$ cat config.mk
export PLATFORM = sky130hd
export DESIGN_NAME = adc_parallel_port
export DESIGN_NICKNAME = d
export VERILOG_FILES = /design/src/rtl/adc_port_pkg.sv /design/src/rtl/pair_converter.sv /design/src/rtl/adc_parallel_port.sv
export SDC_FILE = /design/constraint.sdc
export NUM_CORES = 1
export LEC_CHECK = 0
export ABC_AREA = 1
export BUFFER_PORTS_ARGS = -buffer_cell sky130_fd_sc_hd__buf_2
export CORE_ASPECT_RATIO = 0.75
export CORE_MARGIN = 5
export CORE_UTILIZATION = 30
export CTS_CLUSTER_DIAMETER = 40
export DETAILED_ROUTE_END_ITERATION = 6
export PLACE_DENSITY = 0.49
export SLEW_MARGIN = 25
export SYNTH_ARGS = -nofsm -noshare
export SYNTH_HDL_FRONTEND = slang
export SYNTH_SLANG_ARGS = --single-unit
$ cat constraint.sdc
create_clock -name clk -period 1.6 [get_ports clk]
set_input_delay 0.32 -clock clk [delete_from_list [all_inputs] [get_ports clk]]
set_output_delay 0.32 -clock clk [all_outputs]
set_load 0.01 [all_outputs]
$ cat src/rtl/adc_port_pkg.sv
// constants and types for the six-channel converter read port
package adc_port_pkg;
	localparam int CLK_PERIOD_NS = 25;
	localparam int CONV_TIME_NS = 3200;
	localparam int CONV_CYCLES = (CONV_TIME_NS + CLK_PERIOD_NS - 1) / CLK_PERIOD_NS;
	localparam int CNT_W = 8;
	localparam int NUM_PAIRS = 3;
	localparam int NUM_CH = 6;
	localparam logic [15:0] RESULT_RST = 16'h0000;
	localparam logic [7:0] SOFT_IN_RST = 8'h00;
	localparam logic [2:0] CH_FIRST = 3'h0;

	typedef struct packed {
		logic cs_n;
		logic rd_n;
		logic wr_n;
		logic byte_split;
		logic direct_addr;
		logic [2:0] sel;
	} bus_ctrl_s;

	typedef struct packed {
		logic [15:0] data_out;
		logic [15:0] data_oe_n;
	} bus_drive_s;
endpackage : adc_port_pkg

$ cat src/rtl/pair_converter.sv
// one channel pair: freeze capture, conversion timer and result latch
`default_nettype none
module pair_converter
	import adc_port_pkg::*;
(
	input wire logic clk,
	input wire logic rst_n,
	input wire logic pair_sample_freeze_n,
	input wire logic [15:0] sample_ch0,
	input wire logic [15:0] sample_ch1,
	output logic [15:0] result_ch0,
	output logic [15:0] result_ch1,
	output logic done
);
	typedef enum logic [1:0] {IDLE, CONVERT, WAIT_HIGH} conv_state_e;
	conv_state_e state;
	logic [CNT_W-1:0] count;
	logic [15:0] held0;
	logic [15:0] held1;
	wire logic last = (count == CNT_W'(CONV_CYCLES - 1));

	always_ff @(posedge clk)
	begin
		if (!rst_n)
		begin
			state <= IDLE;
			count <= '0;
			held0 <= RESULT_RST;
			held1 <= RESULT_RST;
			result_ch0 <= RESULT_RST;
			result_ch1 <= RESULT_RST;
			done <= 1'b0;
		end
		else
		begin
			done <= 1'b0;
			case (state)
				IDLE:
					if (!pair_sample_freeze_n)
					begin
						held0 <= sample_ch0;
						held1 <= sample_ch1;
						count <= '0;
						state <= CONVERT;
					end
				CONVERT:
					if (last)
					begin
						result_ch0 <= held0;
						result_ch1 <= held1;
						done <= 1'b1;
						state <= WAIT_HIGH;
					end
					else
						count <= count + CNT_W'(1);
				WAIT_HIGH:
					if (pair_sample_freeze_n)
						state <= IDLE;
				default:
					state <= IDLE;
			endcase
		end
	end

	conv_time_a: assert property (@(posedge clk) disable iff (!rst_n)
		$fell(pair_sample_freeze_n) && state == IDLE |-> ##129 done)
		else $error("conversion did not complete on time");
endmodule : pair_converter
`default_nettype wire

$ cat src/rtl/adc_parallel_port.sv
// converter control and parallel read port top
`default_nettype none
module adc_parallel_port
	import adc_port_pkg::*;
(
	input wire logic clk,
	input wire logic rst_n,
	input wire logic pair_a_sample_freeze_n,
	input wire logic pair_b_sample_freeze_n,
	input wire logic pair_c_sample_freeze_n,
	input wire logic [NUM_CH*16-1:0] sample_in,
	input wire adc_port_pkg::bus_ctrl_s ctrl,
	input wire logic [7:0] parallel_bus_in,
	output adc_port_pkg::bus_drive_s drive,
	output logic [7:0] soft_input,
	output logic eoc_n,
	output logic first_word_flag
);
	import adc_port_pkg::*;
	wire logic [NUM_PAIRS-1:0] freeze_n = {pair_c_sample_freeze_n, pair_b_sample_freeze_n, pair_a_sample_freeze_n};
	logic [15:0] results [NUM_CH];
	logic [NUM_PAIRS-1:0] done;
	logic eoc_half;
	logic [2:0] ch_sel;
	logic [15:0] word;
	logic rd_prev;
	logic wr_prev;

	genvar p;
	generate
		for (p = 0; p < NUM_PAIRS; p++)
		begin : g_pair
			pair_converter u_pair (
				.clk(clk),
				.rst_n(rst_n),
				.pair_sample_freeze_n(freeze_n[p]),
				.sample_ch0(sample_in[(2*p)*16 +: 16]),
				.sample_ch1(sample_in[(2*p+1)*16 +: 16]),
				.result_ch0(results[2*p]),
				.result_ch1(results[2*p+1]),
				.done(done[p])
			);
		end
	endgenerate

	wire logic read_active = !ctrl.cs_n && !ctrl.rd_n;
	wire logic rd_fall = read_active && rd_prev;
	wire logic wr_fall = !ctrl.cs_n && !ctrl.wr_n && wr_prev;
	wire logic [2:0] next_ch = (ch_sel == 3'h5) ? CH_FIRST : ch_sel + 3'h1;

	always_ff @(posedge clk)
	begin
		if (!rst_n)
		begin
			ch_sel <= CH_FIRST;
			rd_prev <= 1'b1;
			wr_prev <= 1'b1;
			soft_input <= SOFT_IN_RST;
			word <= RESULT_RST;
			eoc_half <= 1'b0;
		end
		else
		begin
			rd_prev <= !read_active;
			wr_prev <= ctrl.cs_n || ctrl.wr_n;
			eoc_half <= |done;
			if (rd_fall)
			begin
				word <= results[ctrl.direct_addr ? ctrl.sel : ch_sel];
				ch_sel <= ctrl.direct_addr ? ctrl.sel : next_ch;
			end
			if (wr_fall)
				soft_input <= parallel_bus_in;
		end
	end

	// low for half a period after latch
	assign eoc_n = !(eoc_half && !clk);
	assign first_word_flag = read_active && (ch_sel == CH_FIRST) && rd_fall;

	// full word, upper byte low, combinational
	assign drive.data_out = ctrl.byte_split ? {8'h00, word[15:8]} : word;
	assign drive.data_oe_n = read_active ? (ctrl.byte_split ? 16'hFF00 : 16'h0000) : 16'hFFFF;

	eoc_low_a: assert property (@(posedge clk) disable iff (!rst_n)
		|done |=> eoc_half)
		else $error("completion not flagged");
	split_bus_a: assert property (@(posedge clk) disable iff (!rst_n)
		read_active && ctrl.byte_split |-> drive.data_out[7:0] == word[15:8])
		else $error("upper byte not on low lines");
	full_bus_a: assert property (@(posedge clk) disable iff (!rst_n)
		read_active && !ctrl.byte_split |-> drive.data_out == word && drive.data_oe_n == 16'h0000)
		else $error("full word not driven");
	idle_bus_a: assert property (@(posedge clk) disable iff (!rst_n)
		!read_active |-> drive.data_oe_n == 16'hFFFF)
		else $error("bus driven outside read");
	direct_sel_a: assert property (@(posedge clk) disable iff (!rst_n)
		rd_fall && ctrl.direct_addr |=> ch_sel == $past(ctrl.sel))
		else $error("direct address not taken");
	soft_in_a: assert property (@(posedge clk) disable iff (!rst_n)
		wr_fall |=> soft_input == $past(parallel_bus_in))
		else $error("write bits not captured");
	reset_a: assert property (@(posedge clk)
		!rst_n |=> ch_sel == CH_FIRST && soft_input == SOFT_IN_RST)
		else $error("reset state wrong");
	byte_swap_a: assert property (@(posedge clk) disable iff (!rst_n)
		read_active && $changed(ctrl.byte_split) |-> drive.data_out[7:0] == (ctrl.byte_split ? word[15:8] : word[7:0]))
		else $error("bus did not follow byte split");

	first_flag_a: assert property (@(posedge clk) disable iff (!rst_n)
		rd_fall && ch_sel == CH_FIRST |-> first_word_flag)
		else $error("first word flag missing");

	first_idle_a: assert property (@(posedge clk) disable iff (!rst_n)
		!read_active |-> !first_word_flag)
		else $error("first word flag outside read");

	seq_step_a: assert property (@(posedge clk) disable iff (!rst_n)
		rd_fall && !ctrl.direct_addr |=> ch_sel == (($past(ch_sel) == 3'h5) ? CH_FIRST : $past(ch_sel) + 3'h1))
		else $error("sequential pointer did not step");

	word_hold_a: assert property (@(posedge clk) disable iff (!rst_n)
		!rd_fall |=> $stable(word))
		else $error("read word changed without strobe");

	soft_hold_a: assert property (@(posedge clk) disable iff (!rst_n)
		!wr_fall |=> $stable(soft_input))
		else $error("write bits changed without strobe");

	byte_oe_a: assert property (@(posedge clk) disable iff (!rst_n)
		read_active && ctrl.byte_split |-> drive.data_oe_n == 16'hFF00 && drive.data_out[15:8] == 8'h00)
		else $error("upper lines not released in byte mode");

	eoc_src_a: assert property (@(posedge clk) disable iff (!rst_n)
		eoc_half |-> $past(|done))
		else $error("completion pulse without latch");

	write_c: cover property (@(posedge clk) disable iff (!rst_n) wr_fall);
	direct_c: cover property (@(posedge clk) disable iff (!rst_n) rd_fall && ctrl.direct_addr);

	conv_done_c: cover property (@(posedge clk) disable iff (!rst_n) done[0]);
	read_c: cover property (@(posedge clk) disable iff (!rst_n) rd_fall);
	split_c: cover property (@(posedge clk) disable iff (!rst_n) read_active && ctrl.byte_split);
endmodule : adc_parallel_port
`default_nettype wire

After elaboration in Yosys (flattened, before gate mapping)
Cells that the tools add are included.
{"block": "classes", "bitwise": 4, "reduce_logical": 37, "add_sub_neg": 4, "order_cmp": 1, "n_mux": 33, "eq_ne": 22}
{"op": "16-bit two-way mux", "n": 5}
{"op": "16-bit binary-select mux with 3-bit select", "n": 1}
{"op": "8-bit two-way mux", "n": 6}
{"op": "8-bit case mux with 2 select lines", "n": 3}
{"op": "8-bit by 1-bit adder with 8-bit output (second input constant)", "n": 3}
{"op": "8-bit by 7-bit equality test with 1-bit output (second input constant)", "n": 3}
{"op": "2-bit two-way mux", "n": 9}
{"op": "2-bit inequality test (second input constant)", "n": 9}
{"op": "2-bit case mux with 3 select lines", "n": 3}
{"op": "2-bit AND reduction", "n": 9}
{"op": "3-bit AND reduction", "n": 6}
{"op": "3-bit two-way mux", "n": 3}
{"op": "1-bit logical AND", "n": 7}
{"op": "2-bit by 1-bit equality test with 1-bit output (second input constant)", "n": 3}
{"op": "2-bit equality test (second input constant)", "n": 3}
{"op": "1-bit zero test", "n": 6}
{"op": "2-bit zero test", "n": 3}
{"op": "2-bit by 1-bit inequality test with 1-bit output (second input constant)", "n": 3}
{"op": "2-bit nonzero test", "n": 3}
{"op": "4-bit greater-or-equal comparator (second input constant)", "n": 1}
{"op": "3-bit inverter with 4-bit output", "n": 1}
{"op": "3-bit by 1-bit adder with 3-bit output (second input constant)", "n": 1}
{"op": "3-bit equality test (second input constant)", "n": 1}
{"op": "3-bit zero test", "n": 1}
{"op": "other kinds (4)", "n": 8}
{"block": "totals", "word_cells": 128, "output_inout_bits": 42, "regBits": 255}

Longest topological paths before layout
Gate-level depths: netlist of run 1.
{"block": "logic_depth", "word_depth": 5, "depth_mapped": 10}

By module
From an unflattened synthesis of run 1, not the netlist that was laid out.
{"block": "unflattened", "cells_unflattened": 1609, "hier_area_um2": 11235.8}
{"module": "pair_converter", "instances": 3, "area_per_inst_um2": 2842.7, "cells_per_inst": 366}
{"module": "adc_parallel_port", "instances": 1, "area_per_inst_um2": 2707.6, "cells_per_inst": 511}

==> metrics.md, run 1 <==
| Metric | Value |
|---|---|
| Post-synthesis sequential area ratio | `around half` |
| Routed met1 length | `~16 mm` |
| Die area | `between 30000 and 40000 µm²` |
| Bufs and invs on worst path | `5` |
| Initial antenna violation count | `0` |
| CP endpoint | `eoc_n` |
| Cell Count, Final, Fillers Out | `around 2200` |
| Max Slew Vio Count | `0` |
| Reg2reg start | `g_pair[0].u_pair.count[0]$_SDFFE_PN0P_` |
| Fillcell total | `3631` |
| Ant. Diodes | `0` |
| RSZ-0062 raised after global routing | `yes` |
| Layout Skew | `roughly 230 ps` |
| R2R Setup Slk | `roughly 30 ps` |
| Max VDD drop | `551 µV` |
| Final wirelength | `32.1 mm` |
| WL met2 | `~13 mm` |
| Worst-margin pin slew | `roughly 400 ps` |
| Synthesized flop and latch total | `255` |
| Failing checks | `setup timing` |
| First-pass iteration count of the detailed router | `5` |
| Final setup viols | `2` |
| Metal3 WL | `approximately 1.8 mm` |
| PD cells | `roughly 1200 nW/µm²` |
| Placed insts | `around 2100` |
| Top cell by count, worst path | `clkbuf_16` |
| Sw frac | `approximately a quarter` |
| Largest net degree at the start of global routing | `79` |
| Synth area leaders | `dfxtp_1, o21ai_0, nor2_1` |
| CTS tree | `done` |
| WHS | `47.4 ps` |
| MaxCap Viol Count | `0` |
| HPWL Detailed | `around 22 mm` |
| Critical Path Stages | `6` |
| Yosys warning count | `0` |
| Internal | `~0.013 W` |
| DR top layer | `met4` |
| R2R depth | `7` |
| Root Driver | `clkbuf_16` |
| Main synth FF type | `dfxtp_1` |
| Crit-path slowest cell | `clkbuf_16` |
| Yosys top cell area share | `48.1%` |
| Clk pin slew, worst setup/hold paths | `about 50 ps` |
| P_leak | `roughly 6.3 nW` |
| Vias | `just over 10000` |
| Switch Pwr | `between 0.004 and 0.005 W` |
| CP Launch Type | `clock port` |
| Max FO, Critical Path | `4` |
| Vias per inst | `about 4.6` |
| Gr usage total | `15.6%` |
| Initial Utilization | `between 30% and 40%` |
| First-pass GRT wire length | `between 50 and 60 mm` |
| Syn nets | `around 1600` |
| Top cells by count, synth | `nor2_1, dfxtp_1, o21ai_0` |
| Layout area overhead | `35.9%` |
| Final Hold Vio Count | `0` |
| Comb power frac | `10.2%` |
| Top-count cell post-synth | `nor2_1` |
| Clk pwr share | `between 50% and 60%` |
| Avg Cell Area, Syn | `about 7 µm²` |
| Post-synth cell types | `27` |
| Die height | `~170 µm` |
| RR Endpoint | `g_pair[0].u_pair.result_ch1[12]$_SDFFE_PN0P_` |
| Worst endpoint data arrival time | `~1400 ps` |
| Antenna Nets Post-Route | `0` |
| Critical path class | `clk2out` |
| Mapped Cells | `between 1000 and 1500` |
| Asr flop ratio synth | `0%` |
| Layout cells sized above 1 | `approximately a quarter` |
| # DRC | `0` |
| Hold Crit Class | `in2reg` |
| Reg power frac | `39.7%` |
| Status | `finished with violations` |
| Synth area leader | `dfxtp_1` |
| CP cell instances | `clkbuf_16 > clkbuf_16 > clkbuf_16 > clkinv_4 > nand2_4 > buf_6` |
| GPL Wtd Cong | `roughly 0.9` |
| PortBufs | `158` |
| Post-synth EDFFs | `0` |
| Wire length per cell | `14.6 µm` |
| Initial detailed-routing violation count | `around 700` |
| Vias in the first global route | `between 9000 and 10000` |
| Crit path from | `clk` |
| Critical path data required time | `around 1300 ps` |
| CTS Buf Count | `36` |
| Final worst setup slack | `-148 ps` |
| Cell Area, Synth | `between 10000 and 15000 µm²` |
| Slew headroom | `73.3%` |
| Critical path's top delay family | `buffers and inverters` |
| Max H-tree Level | `2` |
| Core area | `around 35000 µm²` |
| Worst-Skew Late Latency | `740 ps` |
| Max incr delay on CP | `about 150 ps` |
| CTS max path bufs | `3` |
| Final nets | `about 1800` |
| # rows | `between 50 and 60` |
| GR Overflow Total | `0` |
| Setup crit end kind | `primary output` |
| Die X | `227 µm` |
| Ports | `approximately 160` |
[area by class of cell]
class / count / area, µm² / share of cell area (%)
tap: 457 / 572 / 3.96
multi-input combinational: 968 / 4620 / 32.0
sequential: 255 / 5130 / 35.6
inverter: 166 / 626 / 4.33
timing repair buffer: 273 / 2150 / 14.9
clock buffer: 50 / 1030 / 7.15
clock inverter: 22 / 299 / 2.07
[state kept, by name (all words and copies together), names as in the netlist]
signal / count
g_pair.u_pair.result_ch1: 48
g_pair.u_pair.done: 3
wr_prev: 1
g_pair.u_pair.held1: 48
soft_input: 8
g_pair.u_pair.result_ch0: 48
eoc_half: 1
ch_sel: 3
word: 16
g_pair.u_pair.state: 6
g_pair.u_pair.count: 24
rd_prev: 1
g_pair.u_pair.held0: 48
[metrics by stage]
step / total power, W / area, µm² / setup TNS, ps / setup slack, ps / utilization [%]
detailed placement: 0.00853 / 12100 / -479 / -99.7 / 34.8
global placement: 0.00852 / 12100 / -146 / -68.0 / 34.8
finish: 0.0171 / 14400 / -266 / -148 / 41.4
global route: 0.0179 / 14400 / -754 / -173 / 41.4
CTS: 0.0173 / 14100 / -699 / -225 / 40.4
floorplan: 0.00789 / 10600 / 0 / 40.1 / -
[routing by layer]
metal  GRT usage, %  vias up
met1           23.1     4622
met2           22.9      247
met4           4.18        0
met5              0        -
li1               -     5200
met3           3.37       53
[cells in the final DEF (no fill, tap or decap), drive strengths merged]
master       instances
a21o                 1
a21oi              141
a31oi                2
buf                230
bufinv               4
clkbuf              50
clkinv              10
clkinvlp             2
dfxtp              255
dlygate4sd3         43
ha                   3
inv                172
nand2              220
nand3               87
nand4                1
nor2               266
nor3                 2
o21ai              243
or2                  1
xor2                 1
[cells by family after synthesis]
family,share of synthesized area (%)
xor gates and xnor gates,0.0825
and+or+nand+nor,22.0
AOI/OAI and AO/OA,18.9
DFF,48.1
adders and majority gates,0.354
buffers and inverters,10.7
[power by group through the flow]
stage	registers (W)	clock network (W)	logic, W
global route	0.00683	0.00913	0.00199
finish	0.00680	0.00858	0.00174
detailed placement	0.00692	0.00000942	0.00161
floorplan	0.00687	0.00000942	0.00101
global placement	0.00691	0.00000942	0.00160
CTS	0.00679	0.00879	0.00173
[worst min path at each step]
stage / from / endpoint / slack [ps] / cells after the start
after floorplan: g_pair[2].u_pair.done$_SDFF_PN0_ / eoc_half$_SDFF_PN0_ / 420 / 2
after CTS: ctrl[5] / wr_prev$_SDFF_PN1_ / 20 / 4
after global placement: g_pair[0].u_pair.result_ch1[15]$_SDFFE_PN0P_ / g_pair[0].u_pair.result_ch1[15]$_SDFFE_PN0P_ / 440 / 2
after global routing: pair_c_sample_freeze_n / g_pair[2].u_pair.state[1]$_SDFFE_PN0P_ / 50 / 4
after detailed placement: g_pair[1].u_pair.done$_SDFF_PN0_ / eoc_half$_SDFF_PN0_ / 440 / 2
final: pair_c_sample_freeze_n / g_pair[2].u_pair.state[1]$_SDFFE_PN0P_ / 50 / 4
[worst register-to-register path, delay by kind of cell (launching register included)]
kind | cells | cell delay, ps
AO/OA/AOI/OAI | 2 | 240
flip-flops | 1 | 350
buffers and inverters | 1 | 240
AND/OR/NAND/NOR | 3 | 410
adder cells (fa/ha/maj) | 1 | 210
[timing repair]
item / 4_1_cts / 5_1_grt
hold endpoints to repair: 43 / 0
hold buffers: 43 / 0
setup buffers: 9 / 2
pin swaps: 9 / 11
endpoints found under the setup margin: 30 / 102
gates cloned: 3 / 7
resized for setup: 68 / 84
No activity file was read; power rests on OpenSTA's default activity.
==> inputs of run 2 (changes only) <==
--- a/config.mk
+++ b/config.mk
@@ -18,2 +18,3 @@
 export SYNTH_HDL_FRONTEND = slang
 export SYNTH_SLANG_ARGS = --single-unit
+export TNS_END_PERCENT = 1
==> constraint.sdc (replaced) <==
create_clock -name clk -period 1.6 [get_ports clk]
set_input_delay 0.32 -clock clk [delete_from_list [all_inputs] [get_ports clk]]
set_output_delay 0.32 -clock clk [all_outputs]
set_load 0.02 [all_outputs]
==> run 2 against run 1 <==
  * The flow finishes with violations (hold timing, setup timing)
  * Worst hold slack got worse by 64 ps
  * Cell area is 1.1% higher
  * Flip-flop and latch count unchanged
  * Sequential power about the same
  * Register-to-register slack improved by 30 ps
  * Setup slack improved by 0.71 ps
  * Highest routed layer is now met5
  * Clock skew grew 150 ps
  * Sequential share of layout area decreased by 0.46 points
  * First-iteration DRC count fell by 27%
==> metrics.md, run 2 (synthesis results as in run 1) <==
| Metric | Value |
|---|---|
| Status | `finished with violations` |
| Failing checks | `hold timing, setup timing` |
| Final wirelength | `30.9 mm (-3.5%)` |
| PD cells | `1260 nW/µm² (+5.8%)` |
| HPWL Detailed | `22.6 mm (+1.7%)` |
| # DRC | `0 (unchanged)` |
| Largest net degree at the start of global routing | `73 (-7.6%)` |
| Hold Crit Class | `in2reg` |
| Met2 Resource Use GR | `21.9% (-1.0 points)` |
| # rows | `59 (unchanged)` |
| Critical path's top delay family | `buffers and inverters` |
| Wire length per cell | `14.0 µm (-4.1%)` |
| Crit-path slowest cell | `clkbuf_16` |
| Setup crit end kind | `primary output` |
| Die height | `173 µm (unchanged)` |
| Final setup viols | `7 (+5)` |
| Top cell by count, worst path | `clkbuf_16` |
| Vias in the first global route | `9558 (-3.2%)` |
| Final nets | `1839 (+0.66%)` |
| Initial Utilization | `30.5% (unchanged)` |
| Max H-tree Level | `2 (unchanged)` |
| CP cell instances | `clkbuf_16 > clkbuf_16 > clkbuf_16 > clkinv_4 > nand2_4 > buf_6` |
| Bufs and invs on worst path | `5 (unchanged)` |
| RSZ-0062 raised after global routing | `yes` |
| WHS | `-16.9 ps (-64.3 ps)` |
| P_leak | `6.29 nW (+0.62%)` |
| Layout cells sized above 1 | `22.6% (-0.68 points)` |
| Final Hold Vio Count | `5 (+5)` |
| GR Util met1 | `23.4% (+0.27 points)` |
| Final Power | `0.0183 W (+7.0%)` |
| Die X | `227 µm (unchanged)` |
| GPL Wtd Cong | `0.860 (-1.8%)` |
| Initial detailed-routing violation count | `513 (-27%)` |
| Commonest non-fill, non-tap cell in the layout | `nor2_1` |
| Worst endpoint data arrival time | `1430 ps (about the same)` |
| Worst-Skew Late Latency | `870 ps (+130 ps)` |
| Slew headroom | `74.2% (+0.92 points)` |
| Root Driver | `clkbuf_16` |
| Most frequent cells in the layout | `nor2_1, dfxtp_1, nand2_1` |
| CTS tree | `done` |
| Max incr delay on CP | `150 ps (about the same)` |
| Ports | `159 (unchanged)` |
| CTS max path bufs | `3 (unchanged)` |
| Clk pin slew, worst setup/hold paths | `50 ps (about the same)` |
| Gr usage total | `15.4% (-0.22 points)` |
| First-pass iteration count of the detailed router | `5 (unchanged)` |
| Vias | `10000 (-0.77%)` |
| PortBufs | `158 (unchanged)` |
| Critical path data required time | `1280 ps (about the same)` |
| Die area | `39300 µm² (unchanged)` |
| Initial antenna violation count | `2 (+2)` |
| GR Overflow Total | `0 (unchanged)` |
| Layout Utilization | `41.9% (+0.47 points)` |
| Critical path class | `clk2out` |
| GR peak layer | `met1` |
| Core area | `34800 µm² (unchanged)` |
| CP Launch Type | `clock port` |
| CTS Buf Count | `37 (+2.8%)` |
| MaxCap Viol Count | `0 (unchanged)` |
| Layout Skew | `385 ps (+152 ps)` |
| GR Util met3 | `3.78% (+0.41 points)` |
| Max Slew Vio Count | `0 (unchanged)` |
| Ant. Diodes | `0 (unchanged)` |
| First-pass GRT wire length | `49.7 mm (-2.1%)` |
| Layout area overhead | `37.5%` |
| Max FO, Critical Path | `4 (unchanged)` |
| Antenna Nets Post-Route | `0 (unchanged)` |
| Final worst setup slack | `-147 ps (+0.712 ps)` |
| Vias per inst | `4.56 (-1.3%)` |
| Worst-margin pin slew | `382 ps (-13.7 ps)` |
| Max VDD drop | `633 µV (+15%)` |
==> run 2: cell types whose count changed in the layout (fill, tap and decap cells not counted), moves of 6 or more <==
cell           change
o21ai_2            -6
dlygate4sd3_1     +16
buf_2             -13
o21ai_1            +9
buf_4              +8
==> run 2: final timing paths <==
| path | to | slack (ps) | depth (start not counted) | start |
|---|---|---|---|---|
| worst max-delay path | eoc_n | -150 | 6 | clk |
| worst min-delay path | g_pair[0].u_pair.held1[2]$_SDFFE_PN0P_ | -20 | 3 | sample_in[18] |
| worst max register to register | g_pair[1].u_pair.result_ch1[15]$_SDFFE_PN0P_ | 60 | 7 | g_pair[1].u_pair.count[0]$_SDFFE_PN0P_ |
| worst min register to register | g_pair[2].u_pair.result_ch1[6]$_SDFFE_PN0P_ | 230 | 2 | g_pair[2].u_pair.held1[6]$_SDFFE_PN0P_ |
==> run 2: stage by stage <==
stage | cell area [µm²] | setup TNS [ps] | std cells | setup WS (ps) | hold WS (ps)
2_1_floorplan | 10600 | -1830 | 1491 | -125 | 415
3_3_place_gp | 12200 | 0 | 2069 | 21.7 | 439
3_5_place_dp | 12200 | -78.0 | 2069 | -49.1 | 446
4_1_cts | 14300 | -518 | 2189 | -176 | 14.6
5_1_grt | 14600 | -1290 | 2203 | -166 | -3.53
6_report | 14600 | -303 | 2203 | -147 | -16.9
==> run 2: what timing repair did <==
action                                  in CTS  in global routing
buffers inserted                             7                  2
resized for setup                           85                 86
cloned                                       0                  0
endpoints found under the hold margin       47                 12
pin swaps                                    3                  7
hold buffers                                47                 12
endpoints found under the setup margin      18                122
==> run 2: worst register-to-register path, stage by stage (launching register included) <==
cell and delay (ps):
dfxtp_2 320, ha_2 190, nand2_2 80, nor2_4 110, nand3_2 120, buf_12 210, o21ai_0 190, a21oi_1 50
==> run 2: area by class of cell <==
cell class	instances	area, µm²
Fill cell	3588	20200
Sequential cell	255	5130
Multi-Input combinational cell	968	4580
Timing Repair Buffer	280	2190
Clock buffer	55	1140
Inverter	166	626
Tap cell	457	572
Clock inverter	22	367
==> run 2: per-layer routing <==
layer  up-vias  part of all wire (%)
met1      4548                    50
li1       5225                     -
met5         -                 0.061
met3        41                   6.7
met2       226                    41
met4         4                   1.6
==> run 2: power by group <==
part           switching (W)  leakage (nW)  internal [W]
Clock                0.00315         0.754       0.00649
Sequential          0.000169          2.09       0.00664
Combinational        0.00109          3.45      0.000794
Total                0.00441          6.29        0.0139
